[src/tpc_defs.svh]
// Offsets, field positions, reset values and timing counts of the port control
`ifndef TPC_DEFS_SVH
`define TPC_DEFS_SVH

// ----------------------------------------------------------------------------
// Register offsets (byte addresses)
// ----------------------------------------------------------------------------
`define TPC_REG_NET      8'h00
`define TPC_REG_PORT_EN  8'h04
`define TPC_REG_LINK_EN  8'h08
`define TPC_REG_SQ_LOW   8'h0C
`define TPC_REG_XOVER    8'h10
`define TPC_REG_OVR      8'h14
`define TPC_REG_STAT     8'h18

// ----------------------------------------------------------------------------
// Field positions
// ----------------------------------------------------------------------------
`define TPC_OVR_NET_BIT  0
`define TPC_OVR_EN_BIT   1
`define TPC_OVR_LI_BIT   2
`define TPC_OVR_SQ_BIT   3
`define TPC_OVR_XO_BIT   4
`define TPC_STAT_JAB_LSB 8

// ----------------------------------------------------------------------------
// Reset values
// ----------------------------------------------------------------------------
`define TPC_RST_PORTS    8'h00
`define TPC_RST_OVR      5'h00
`define TPC_RST_DATA     32'h0000_0000

// ----------------------------------------------------------------------------
// Timing: clock rate, blink slot and activity sampling window
// ----------------------------------------------------------------------------
`define TPC_CLK_MHZ      200
`define TPC_BLINK_MS     100
`define TPC_ACT_WIN_MS   50
`define TPC_BLINK_CYC    (`TPC_BLINK_MS * 1000 * `TPC_CLK_MHZ)
`define TPC_ACT_WIN_CYC  (`TPC_ACT_WIN_MS * 1000 * `TPC_CLK_MHZ)

`endif

[src/tpc_pkg.sv]
// Types shared by the twisted-pair port control block
package tpc_pkg;

   typedef enum logic [1:0]
   {
      TPC_NET_ISO = 2'b00,
      TPC_NET_1   = 2'b01,
      TPC_NET_2   = 2'b10,
      TPC_NET_3   = 2'b11
   } tpc_net_t;

   typedef enum logic [1:0]
   {
      TPC_ACT_OFF   = 2'b00,
      TPC_ACT_ON    = 2'b01,
      TPC_ACT_BLINK = 2'b10
   } tpc_act_mode_t;

   typedef enum logic [2:0]
   {
      TPC_ST_OFF    = 3'b000,
      TPC_ST_ON     = 3'b001,
      TPC_ST_ONE    = 3'b010,
      TPC_ST_TWO    = 3'b011,
      TPC_ST_TIMED  = 3'b100
   } tpc_stat_mode_t;

   typedef struct packed
   {
      tpc_net_t   net;
      logic [7:0] port_en;
      logic [7:0] link_en;
      logic [7:0] sq_low;
      logic       xover;
   } tpc_cfg_t;

   typedef struct packed
   {
      logic [7:0] link_ok;
      logic [7:0] jabber;
      logic [7:0] partition;
      logic [7:0] carrier;
   } tpc_line_t;

endpackage

[src/tpc_port_ctrl.sv]
// Configuration, backplane selection and LED drive of an 8-port TP module
//
// Implementation choices: the strobed register port and the placing of the registers.
`timescale 1ns/1ps
`include "tpc_defs.svh"

module tpc_port_ctrl
#(
   parameter int unsigned BLINK_CYC = `TPC_BLINK_CYC,
   parameter int unsigned ACT_CYC   = `TPC_ACT_WIN_CYC
)
(
   input  wire logic              clk,        // 200 MHz clock
   input  wire logic              rstn,       // Async reset, active low
   input  wire logic              ce,         // Clock enable, freezes all
   input  wire logic [7:0]        addr,       // Register byte address
   input  wire logic [31:0]       wdata,      // Register write data
   input  wire logic              wr,         // Write strobe
   input  wire logic              rd,         // Read strobe
   output logic      [31:0]       rdata,      // Read data, cycle after rd
   input  wire tpc_pkg::tpc_cfg_t sw_cfg,     // On-board switch settings
   input  wire tpc_pkg::tpc_line_t line,      // Per-port line conditions
   output tpc_pkg::tpc_cfg_t      cfg,        // Settings in force
   output logic      [2:0]        bp_conn,    // Backplane net 1..3 connect
   output logic      [7:0]        crossed,    // Port crossover in force
   output logic      [7:0]        led_status, // Green status LEDs
   output logic      [7:0]        led_act     // Yellow activity LEDs
);

   // -------------------------------------------------------------------------
   // Management override store
   // -------------------------------------------------------------------------
   tpc_pkg::tpc_cfg_t mgmt;
   logic [4:0]        ovr;
   tpc_pkg::tpc_cfg_t next_cfg;

   always_ff @(posedge clk or negedge rstn)
   begin
      if (!rstn)
      begin
         mgmt <= '0;
         ovr  <= `TPC_RST_OVR;
      end
      else if (ce && wr)
      begin
         case (addr)
            `TPC_REG_NET:
            begin
               mgmt.net                 <= tpc_pkg::tpc_net_t'(wdata[1:0]);
               ovr[`TPC_OVR_NET_BIT]    <= 1'b1;
            end
            `TPC_REG_PORT_EN:
            begin
               mgmt.port_en             <= wdata[7:0];
               ovr[`TPC_OVR_EN_BIT]     <= 1'b1;
            end
            `TPC_REG_LINK_EN:
            begin
               mgmt.link_en             <= wdata[7:0];
               ovr[`TPC_OVR_LI_BIT]     <= 1'b1;
            end
            `TPC_REG_SQ_LOW:
            begin
               mgmt.sq_low              <= wdata[7:0];
               ovr[`TPC_OVR_SQ_BIT]     <= 1'b1;
            end
            `TPC_REG_XOVER:
            begin
               mgmt.xover               <= wdata[0];
               ovr[`TPC_OVR_XO_BIT]     <= 1'b1;
            end
            // Writing ones hands a setting back to the switches
            `TPC_REG_OVR:
               ovr <= ovr & ~wdata[4:0];
            default:
               ovr <= ovr;
         endcase
      end
   end

   // Management value wins wherever it has been written
   always_comb
   begin
      next_cfg.net     = ovr[`TPC_OVR_NET_BIT] ? mgmt.net     : sw_cfg.net;
      next_cfg.port_en = ovr[`TPC_OVR_EN_BIT]  ? mgmt.port_en : sw_cfg.port_en;
      next_cfg.link_en = ovr[`TPC_OVR_LI_BIT]  ? mgmt.link_en : sw_cfg.link_en;
      next_cfg.sq_low  = ovr[`TPC_OVR_SQ_BIT]  ? mgmt.sq_low  : sw_cfg.sq_low;
      next_cfg.xover   = ovr[`TPC_OVR_XO_BIT]  ? mgmt.xover   : sw_cfg.xover;
   end

   // -------------------------------------------------------------------------
   // Settings in force, backplane and crossover
   // -------------------------------------------------------------------------
   always_ff @(posedge clk or negedge rstn)
   begin
      if (!rstn)
      begin
         cfg     <= '0;
         bp_conn <= 3'h0;
         crossed <= 8'hFF;
      end
      else if (ce)
      begin
         cfg <= next_cfg;
         // One choice for the whole module; isolated keeps all off
         case (next_cfg.net)
            tpc_pkg::TPC_NET_1: bp_conn <= 3'b001;
            tpc_pkg::TPC_NET_2: bp_conn <= 3'b010;
            tpc_pkg::TPC_NET_3: bp_conn <= 3'b100;
            default:            bp_conn <= 3'b000;
         endcase
         crossed <= {~next_cfg.xover, 7'h7F};
      end
   end

   // -------------------------------------------------------------------------
   // Link integrity, jabber and partition error detection
   // -------------------------------------------------------------------------
   // With checking on, missing pulses are an error. With checking off, pulses
   // arriving mean the far end still checks, so the two ends disagree.
   logic [7:0] lnk_err;
   logic [7:0] jab_err;

   always_ff @(posedge clk or negedge rstn)
   begin
      if (!rstn)
      begin
         lnk_err <= `TPC_RST_PORTS;
         jab_err <= `TPC_RST_PORTS;
      end
      else if (ce)
      begin
         lnk_err <= next_cfg.port_en &
                    ((next_cfg.link_en & ~line.link_ok) |
                     (~next_cfg.link_en & line.link_ok));
         jab_err <= next_cfg.port_en & (line.jabber | line.partition);
      end
   end

   // -------------------------------------------------------------------------
   // Blink timebase
   // -------------------------------------------------------------------------
   logic [31:0] blink_cnt;
   logic        blink_tick;
   logic [2:0]  slot;
   logic [31:0] win_cnt;
   logic        win_end;

   assign blink_tick = (blink_cnt == BLINK_CYC - 1);
   assign win_end    = (win_cnt == ACT_CYC - 1);

   always_ff @(posedge clk or negedge rstn)
   begin
      if (!rstn)
      begin
         blink_cnt <= 32'h0000_0000;
         slot      <= 3'h0;
      end
      else if (ce)
      begin
         blink_cnt <= blink_tick ? 32'h0000_0000 : blink_cnt + 32'h0000_0001;
         if (blink_tick)
            slot <= slot + 3'h1;
      end
   end

   always_ff @(posedge clk or negedge rstn)
   begin
      if (!rstn)
         win_cnt <= 32'h0000_0000;
      else if (ce)
         win_cnt <= win_end ? 32'h0000_0000 : win_cnt + 32'h0000_0001;
   end

   // -------------------------------------------------------------------------
   // Per-port LED logic
   // -------------------------------------------------------------------------
   // Activity is judged over a whole window, so a short gap between frames
   // reads as blinking rather than flicker at the frame rate.
   tpc_pkg::tpc_act_mode_t  act_mode [8];
   tpc_pkg::tpc_stat_mode_t stat_mode [8];
   logic [7:0]              seen_busy;
   logic [7:0]              seen_idle;

   genvar gi;
   generate
      for (gi = 0; gi < 8; gi++)
      begin : g_port
         always_ff @(posedge clk or negedge rstn)
         begin
            if (!rstn)
            begin
               seen_busy[gi] <= 1'b0;
               seen_idle[gi] <= 1'b0;
               act_mode[gi]  <= tpc_pkg::TPC_ACT_OFF;
            end
            else if (ce)
            begin
               if (win_end)
               begin
                  seen_busy[gi] <= 1'b0;
                  seen_idle[gi] <= 1'b0;
                  if (!seen_busy[gi])
                     act_mode[gi] <= tpc_pkg::TPC_ACT_OFF;
                  else if (!seen_idle[gi])
                     act_mode[gi] <= tpc_pkg::TPC_ACT_ON;
                  else
                     act_mode[gi] <= tpc_pkg::TPC_ACT_BLINK;
               end
               else
               begin
                  seen_busy[gi] <= seen_busy[gi] | line.carrier[gi];
                  seen_idle[gi] <= seen_idle[gi] | ~line.carrier[gi];
               end
            end
         end

         // Errors outrank the timed pattern; disabled outranks all
         always_comb
         begin
            if (!next_cfg.port_en[gi])
               stat_mode[gi] = tpc_pkg::TPC_ST_OFF;
            else if (jab_err[gi])
               stat_mode[gi] = tpc_pkg::TPC_ST_TWO;
            else if (lnk_err[gi])
               stat_mode[gi] = tpc_pkg::TPC_ST_ONE;
            else if (!next_cfg.link_en[gi])
               stat_mode[gi] = tpc_pkg::TPC_ST_TIMED;
            else
               stat_mode[gi] = tpc_pkg::TPC_ST_ON;
         end

         always_ff @(posedge clk or negedge rstn)
         begin
            if (!rstn)
            begin
               led_status[gi] <= 1'b0;
               led_act[gi]    <= 1'b0;
            end
            else if (ce)
            begin
               case (stat_mode[gi])
                  tpc_pkg::TPC_ST_ON:    led_status[gi] <= 1'b1;
                  tpc_pkg::TPC_ST_ONE:   led_status[gi] <= (slot == 3'h0);
                  tpc_pkg::TPC_ST_TWO:   led_status[gi] <= (slot == 3'h0) ||
                                                           (slot == 3'h2);
                  tpc_pkg::TPC_ST_TIMED: led_status[gi] <= ~slot[2];
                  default:               led_status[gi] <= 1'b0;
               endcase
               case (act_mode[gi])
                  tpc_pkg::TPC_ACT_ON:    led_act[gi] <= 1'b1;
                  tpc_pkg::TPC_ACT_BLINK: led_act[gi] <= slot[0];
                  default:                led_act[gi] <= 1'b0;
               endcase
            end
         end
      end
   endgenerate

   // -------------------------------------------------------------------------
   // Register read port
   // -------------------------------------------------------------------------
   always_ff @(posedge clk or negedge rstn)
   begin
      if (!rstn)
         rdata <= `TPC_RST_DATA;
      else if (ce)
      begin
         if (rd)
         begin
            case (addr)
               `TPC_REG_NET:     rdata <= {30'h0, cfg.net};
               `TPC_REG_PORT_EN: rdata <= {24'h0, cfg.port_en};
               `TPC_REG_LINK_EN: rdata <= {24'h0, cfg.link_en};
               `TPC_REG_SQ_LOW:  rdata <= {24'h0, cfg.sq_low};
               `TPC_REG_XOVER:   rdata <= {31'h0, cfg.xover};
               `TPC_REG_OVR:     rdata <= {27'h0, ovr};
               `TPC_REG_STAT:    rdata <= {16'h0, jab_err, lnk_err};
               default:          rdata <= `TPC_RST_DATA;
            endcase
         end
         else
            rdata <= `TPC_RST_DATA;
      end
   end

   // -------------------------------------------------------------------------
   // Assertions
   // -------------------------------------------------------------------------
   property p_iso_off;
      @(posedge clk) disable iff (!rstn)
      ce && next_cfg.net == tpc_pkg::TPC_NET_ISO |=> bp_conn == 3'b000;
   endproperty
   a_iso_off: assert property (p_iso_off)
      else $error("backplane connected in isolated mode");

   property p_one_net;
      @(posedge clk) disable iff (!rstn)
      ce && next_cfg.net != tpc_pkg::TPC_NET_ISO
      |=> $onehot(bp_conn) && bp_conn[cfg.net - 2'd1];
   endproperty
   a_one_net: assert property (p_one_net)
      else $error("backplane connect does not match network");

   property p_en_write;
      @(posedge clk) disable iff (!rstn)
      ce && wr && addr == `TPC_REG_PORT_EN ##1 ce
      |=> cfg.port_en == $past(wdata[7:0], 2);
   endproperty
   a_en_write: assert property (p_en_write)
      else $error("port enable write not in force");

   property p_xover;
      @(posedge clk) disable iff (!rstn)
      ce |=> crossed[6:0] == 7'h7F && crossed[7] == !$past(next_cfg.xover);
   endproperty
   a_xover: assert property (p_xover)
      else $error("crossover wrong");

   property p_led_dis;
      @(posedge clk) disable iff (!rstn)
      ce && !next_cfg.port_en[0] |=> !led_status[0];
   endproperty
   a_led_dis: assert property (p_led_dis)
      else $error("status LED lit on disabled port");

   property p_li_err;
      @(posedge clk) disable iff (!rstn)
      ce && next_cfg.port_en[0] && next_cfg.link_en[0] && !line.link_ok[0]
      |=> lnk_err[0];
   endproperty
   a_li_err: assert property (p_li_err)
      else $error("link integrity error not flagged");

   property p_li_off;
      @(posedge clk) disable iff (!rstn)
      ce && !next_cfg.link_en[0] && !line.link_ok[0] |=> !lnk_err[0];
   endproperty
   a_li_off: assert property (p_li_off)
      else $error("link check not suppressed");

   property p_ovr_hold;
      @(posedge clk) disable iff (!rstn)
      ovr[`TPC_OVR_SQ_BIT] && !(ce && wr && addr == `TPC_REG_OVR)
      |=> ovr[`TPC_OVR_SQ_BIT];
   endproperty
   a_ovr_hold: assert property (p_ovr_hold)
      else $error("override released without command");

   property p_sw_follow;
      @(posedge clk) disable iff (!rstn)
      ce && !ovr[`TPC_OVR_SQ_BIT] |=> cfg.sq_low == $past(sw_cfg.sq_low);
   endproperty
   a_sw_follow: assert property (p_sw_follow)
      else $error("squelch does not follow switches");

   property p_act_off;
      @(posedge clk) disable iff (!rstn)
      ce && act_mode[0] == tpc_pkg::TPC_ACT_OFF |=> !led_act[0];
   endproperty
   a_act_off: assert property (p_act_off)
      else $error("activity LED lit while idle");

   c_iso:   cover property (@(posedge clk) disable iff (!rstn)
                            cfg.net == tpc_pkg::TPC_NET_ISO ##1
                            cfg.net == tpc_pkg::TPC_NET_2);
   c_ovr:   cover property (@(posedge clk) disable iff (!rstn)
                            $rose(ovr[`TPC_OVR_EN_BIT]));
   c_two:   cover property (@(posedge clk) disable iff (!rstn)
                            stat_mode[0] == tpc_pkg::TPC_ST_TWO &&
                            led_status[0]);
   c_blink: cover property (@(posedge clk) disable iff (!rstn)
                            act_mode[0] == tpc_pkg::TPC_ACT_BLINK);

endmodule

[config.mk]
export PLATFORM = sky130hd
export DESIGN_NAME = tpc_port_ctrl
export DESIGN_NICKNAME = d
export VERILOG_FILES = /design/src/tpc_pkg.sv /design/src/tpc_port_ctrl.sv
export VERILOG_INCLUDE_DIRS = /design/src /design/src/src
export SDC_FILE = /design/constraint.sdc
export NUM_CORES = 1
export LEC_CHECK = 0
export BUFFER_PORTS_ARGS = -buffer_cell sky130_fd_sc_hd__buf_2
export CAP_MARGIN = 20
export CELL_PAD_IN_SITES_DETAIL_PLACEMENT = 1
export CELL_PAD_IN_SITES_GLOBAL_PLACEMENT = 2
export CORE_MARGIN = 2
export CORE_UTILIZATION = 24
export CTS_CLUSTER_SIZE = 24
export DETAILED_ROUTE_END_ITERATION = 7
export GPL_ROUTABILITY_DRIVEN = 0
export GPL_TIMING_DRIVEN = 0
export PLACE_DENSITY_LB_ADDON = 0.1
export SLEW_MARGIN = 25
export SYNTH_ARGS = -nofsm -noshare
export SYNTH_HDL_FRONTEND = slang
export SYNTH_SLANG_ARGS = --single-unit
export TNS_END_PERCENT = 1
[constraint.sdc]
create_clock -name clk -period 7.05 [get_ports clk]
set_clock_uncertainty 0.15 [all_clocks]
set_input_delay 0.705 -clock clk [delete_from_list [all_inputs] [get_ports clk]]
set_output_delay 0.705 -clock clk [all_outputs]
set_load 0.005 [all_outputs]
==> results.cfg <==
[setup_path]
r2r_slack_ns = 4.17
worstPathRequired_ns = 7.34
reg2reg_depth = 5
cp.arrival_ns = 3.17
path_max_fanout = 9
reg2reg_to = slot[1]$_DFFE_PN0P_
endpoint_kind = flop
path_class = flop to flop
start_kind = flop
r2r-start = blink_cnt[12]$_DFFE_PN0P_

[routing]
drc = 0
ant_nets = 0
first_iter_violations = 271
wl_per_cell_um = 20.0
via_per_inst = 4.59
firstDrtPassIters = 4
vias = 7908
drt-total-wl_um = 34400

[synthesis]
synth_edf_count = 0
postSynthCellCount = 966
synth_flop_cell = dfrtp_1
post_synth_num_cell_types = 58
ys_top_cells_by_area = dfrtp_1 (52%), mux2_2 (4.9%), mux2i_1 (3.7%)
async_flop_share_pct = 100
synth_top_area_cell = dfrtp_1
yosysSeqAreaShare_pct = 51.8
postSynthAreaPerCell_um2 = 10.5
synthesis.area_um2 = 10100
synth-seq-cells = 210
yosysWarningCount = 0
synth.top_cell.area_share_pct = 51.5

[timing]
fin_crit_sh_pct = 40.8
slew_headroom_pct = 43.6
hold_violations = 0
drv_slew = 0
setup_viol = 0
rsz0062_at_grt = false
worstMarginPinSlew_ns = 0.845
fin_crit_ns = 2.88
max_freq_mhz = 348
tns_ns = 0

[layout]
nets = 1287
drive_above_1_share_pct = 23.1
regArea_um2 = 5260
layout_commonest_cell = dfrtp_1
final_core_util_pct = 30.3
fill_cells = 4733
mostFrequentLayoutCells = dfrtp_1 (209), buf_2 (141), nor2_1 (74)
multi_input_area_um2 = 4430
syn_to_final_growth_pct = 24.9
antenna_cells = 0

[worst_hold_path]
worstHoldPathType = primary input to flop
min_delay_path_depth = 3
min_to = jab_err[7]$_DFFE_PN0P_
holdCritStartpoint = line[23]

[floorplan]
rows = 75
io_pins = 190
die_area_um2 = 44000
die_w_um = 210
start_util_pct = 24.3
die_h_um = 210
core-area_um2 = 41900

[place]
dp_hpwl_um = 25600
placement.io_buffers = 141

[clocking]
cts.clk_slew.worst_paths_ns = 0.06
cts_root_buf = clkbuf_16
cts_hold_buf = 1
cts_tree = done
cts_buffer_depth = 3
post_cts_buffers = 0
clk_latency_ns = 0.56
cts_buffers = 28
cts_sinks = 210
h-tree-depth = 1
postCtsResizedCells = 0

[power_and_ir_drop]
power.leakage_nw = 5.90
power_mw = 3.17
p_per_area_nw_per_um2 = 250
ir_worst_vdd_v = 0.000179

[outcome]
status = completed

[global_route]
grt_pass1_wl_um = 52900
grt_use_total_pct = 15.7
antenna_found_initial = 1
grt_pass1_vias = 8417
grt_max_degree = 81
grt_overflow = 0

[run]
drv_cap = 0
kinds of logic (layout without fill, tap and decap cells):
family	count (synthesis)	in the layout	synth area share, %
other	2	23	0.0740
flip-flops	210	210	51.8
adder cells (fa/ha/maj)	21	21	2.59
AND/OR/NAND/NOR	301	301	15.1
multiplexers	82	82	8.63
buffers and inverters	121	318	5.52
AO/OA/AOI/OAI	176	176	11.7
XOR/XNOR	53	53	4.57
cell usage after synthesis (7+ instances only):
| master | instances |
|---|---|
| a211oi_1 | 7 |
| a21oi_1 | 60 |
| a22o_1 | 13 |
| and3_1 | 11 |
| buf_1 | 12 |
| buf_4 | 24 |
| clkbuf_1 | 30 |
| dfrtp_1 | 209 |
| ha_1 | 21 |
| inv_1 | 52 |
| mux2_2 | 44 |
| mux2i_1 | 38 |
| nand2_1 | 73 |
| nand2b_1 | 10 |
| nand3_1 | 21 |
| nand4_1 | 24 |
| nor2_1 | 74 |
| nor3_1 | 20 |
| nor4_1 | 24 |
| o21ai_0 | 23 |
| o2bb2ai_1 | 28 |
| o31ai_1 | 14 |
| xnor2_1 | 17 |
| xor2_1 | 36 |
critical path: stages, from the launching register on:
cell	delay (ns)
dfrtp_1	0.36
clkbuf_1	0.22
nor4b_1	0.46
nand4_1	0.48
nor3_2	0.69
mux2_2	0.40
stage by stage:
stage          instances  hold WS (ns)  instance area [µm²]  setup WS, ns
2_1_floorplan        987         0.259                10200          4.64
3_3_place_gp        1667         0.305                11600         0.832
3_5_place_dp        1670         0.307                11700          3.77
4_1_cts             1723         0.234                12700          4.12
5_1_grt             1723         0.260                12700          3.92
6_report            1723         0.260                12700          4.17
metal layers:
metal  GRT usage, %  vias up  part of all wire (%)
li1               -     3792                     -
met5              0        -                 0.044
met1           21.9     3924                    47
met3           3.13       39                   5.3
met4           3.30        2                   1.9
met2           25.4      151                    45
state kept, by name, indices dropped and copies added (netlist names), 16 cells and up:
name / flops
rdata: 16
win_cnt: 32
cfg: 27
blink_cnt: 32
mgmt: 27
act_mode: 16
layout make-up:
type	count	area share [%]
flip-flops and latches	210	41.5
multi-input cells	656	34.9
clock buffers	43	6.69
repair buffers	145	6.22
well taps	539	5.32
plain buffers	69	2.88
inverters	52	1.54
clock inverters	9	0.967
power breakdown:
part / internal (mW) / leakage, nW / total [mW] / switching [mW]
combinational: 0.128 / 2.84 / 0.319 / 0.191
clock: 0.932 / 0.478 / 1.50 / 0.567
sequential: 1.28 / 2.58 / 1.36 / 0.0816
worst max path at each step:
stage	end	slack, ns	from	cells past startpoint
after floorplan	mgmt[1]$_DFFE_PN0P_	4.64	addr[5]	4
after global placement	seen_busy[6]$_DFFE_PN0P_	0.83	rstn	1
after detailed placement	mgmt[2]$_DFFE_PN0P_	3.77	ce	6
after CTS	blink_cnt[5]$_DFFE_PN0P_	4.12	blink_cnt[12]$_DFFE_PN0P_	5
after global routing	blink_cnt[5]$_DFFE_PN0P_	3.92	blink_cnt[12]$_DFFE_PN0P_	5
final	slot[1]$_DFFE_PN0P_	4.17	blink_cnt[12]$_DFFE_PN0P_	5
(Power assumes the default switching activity.)
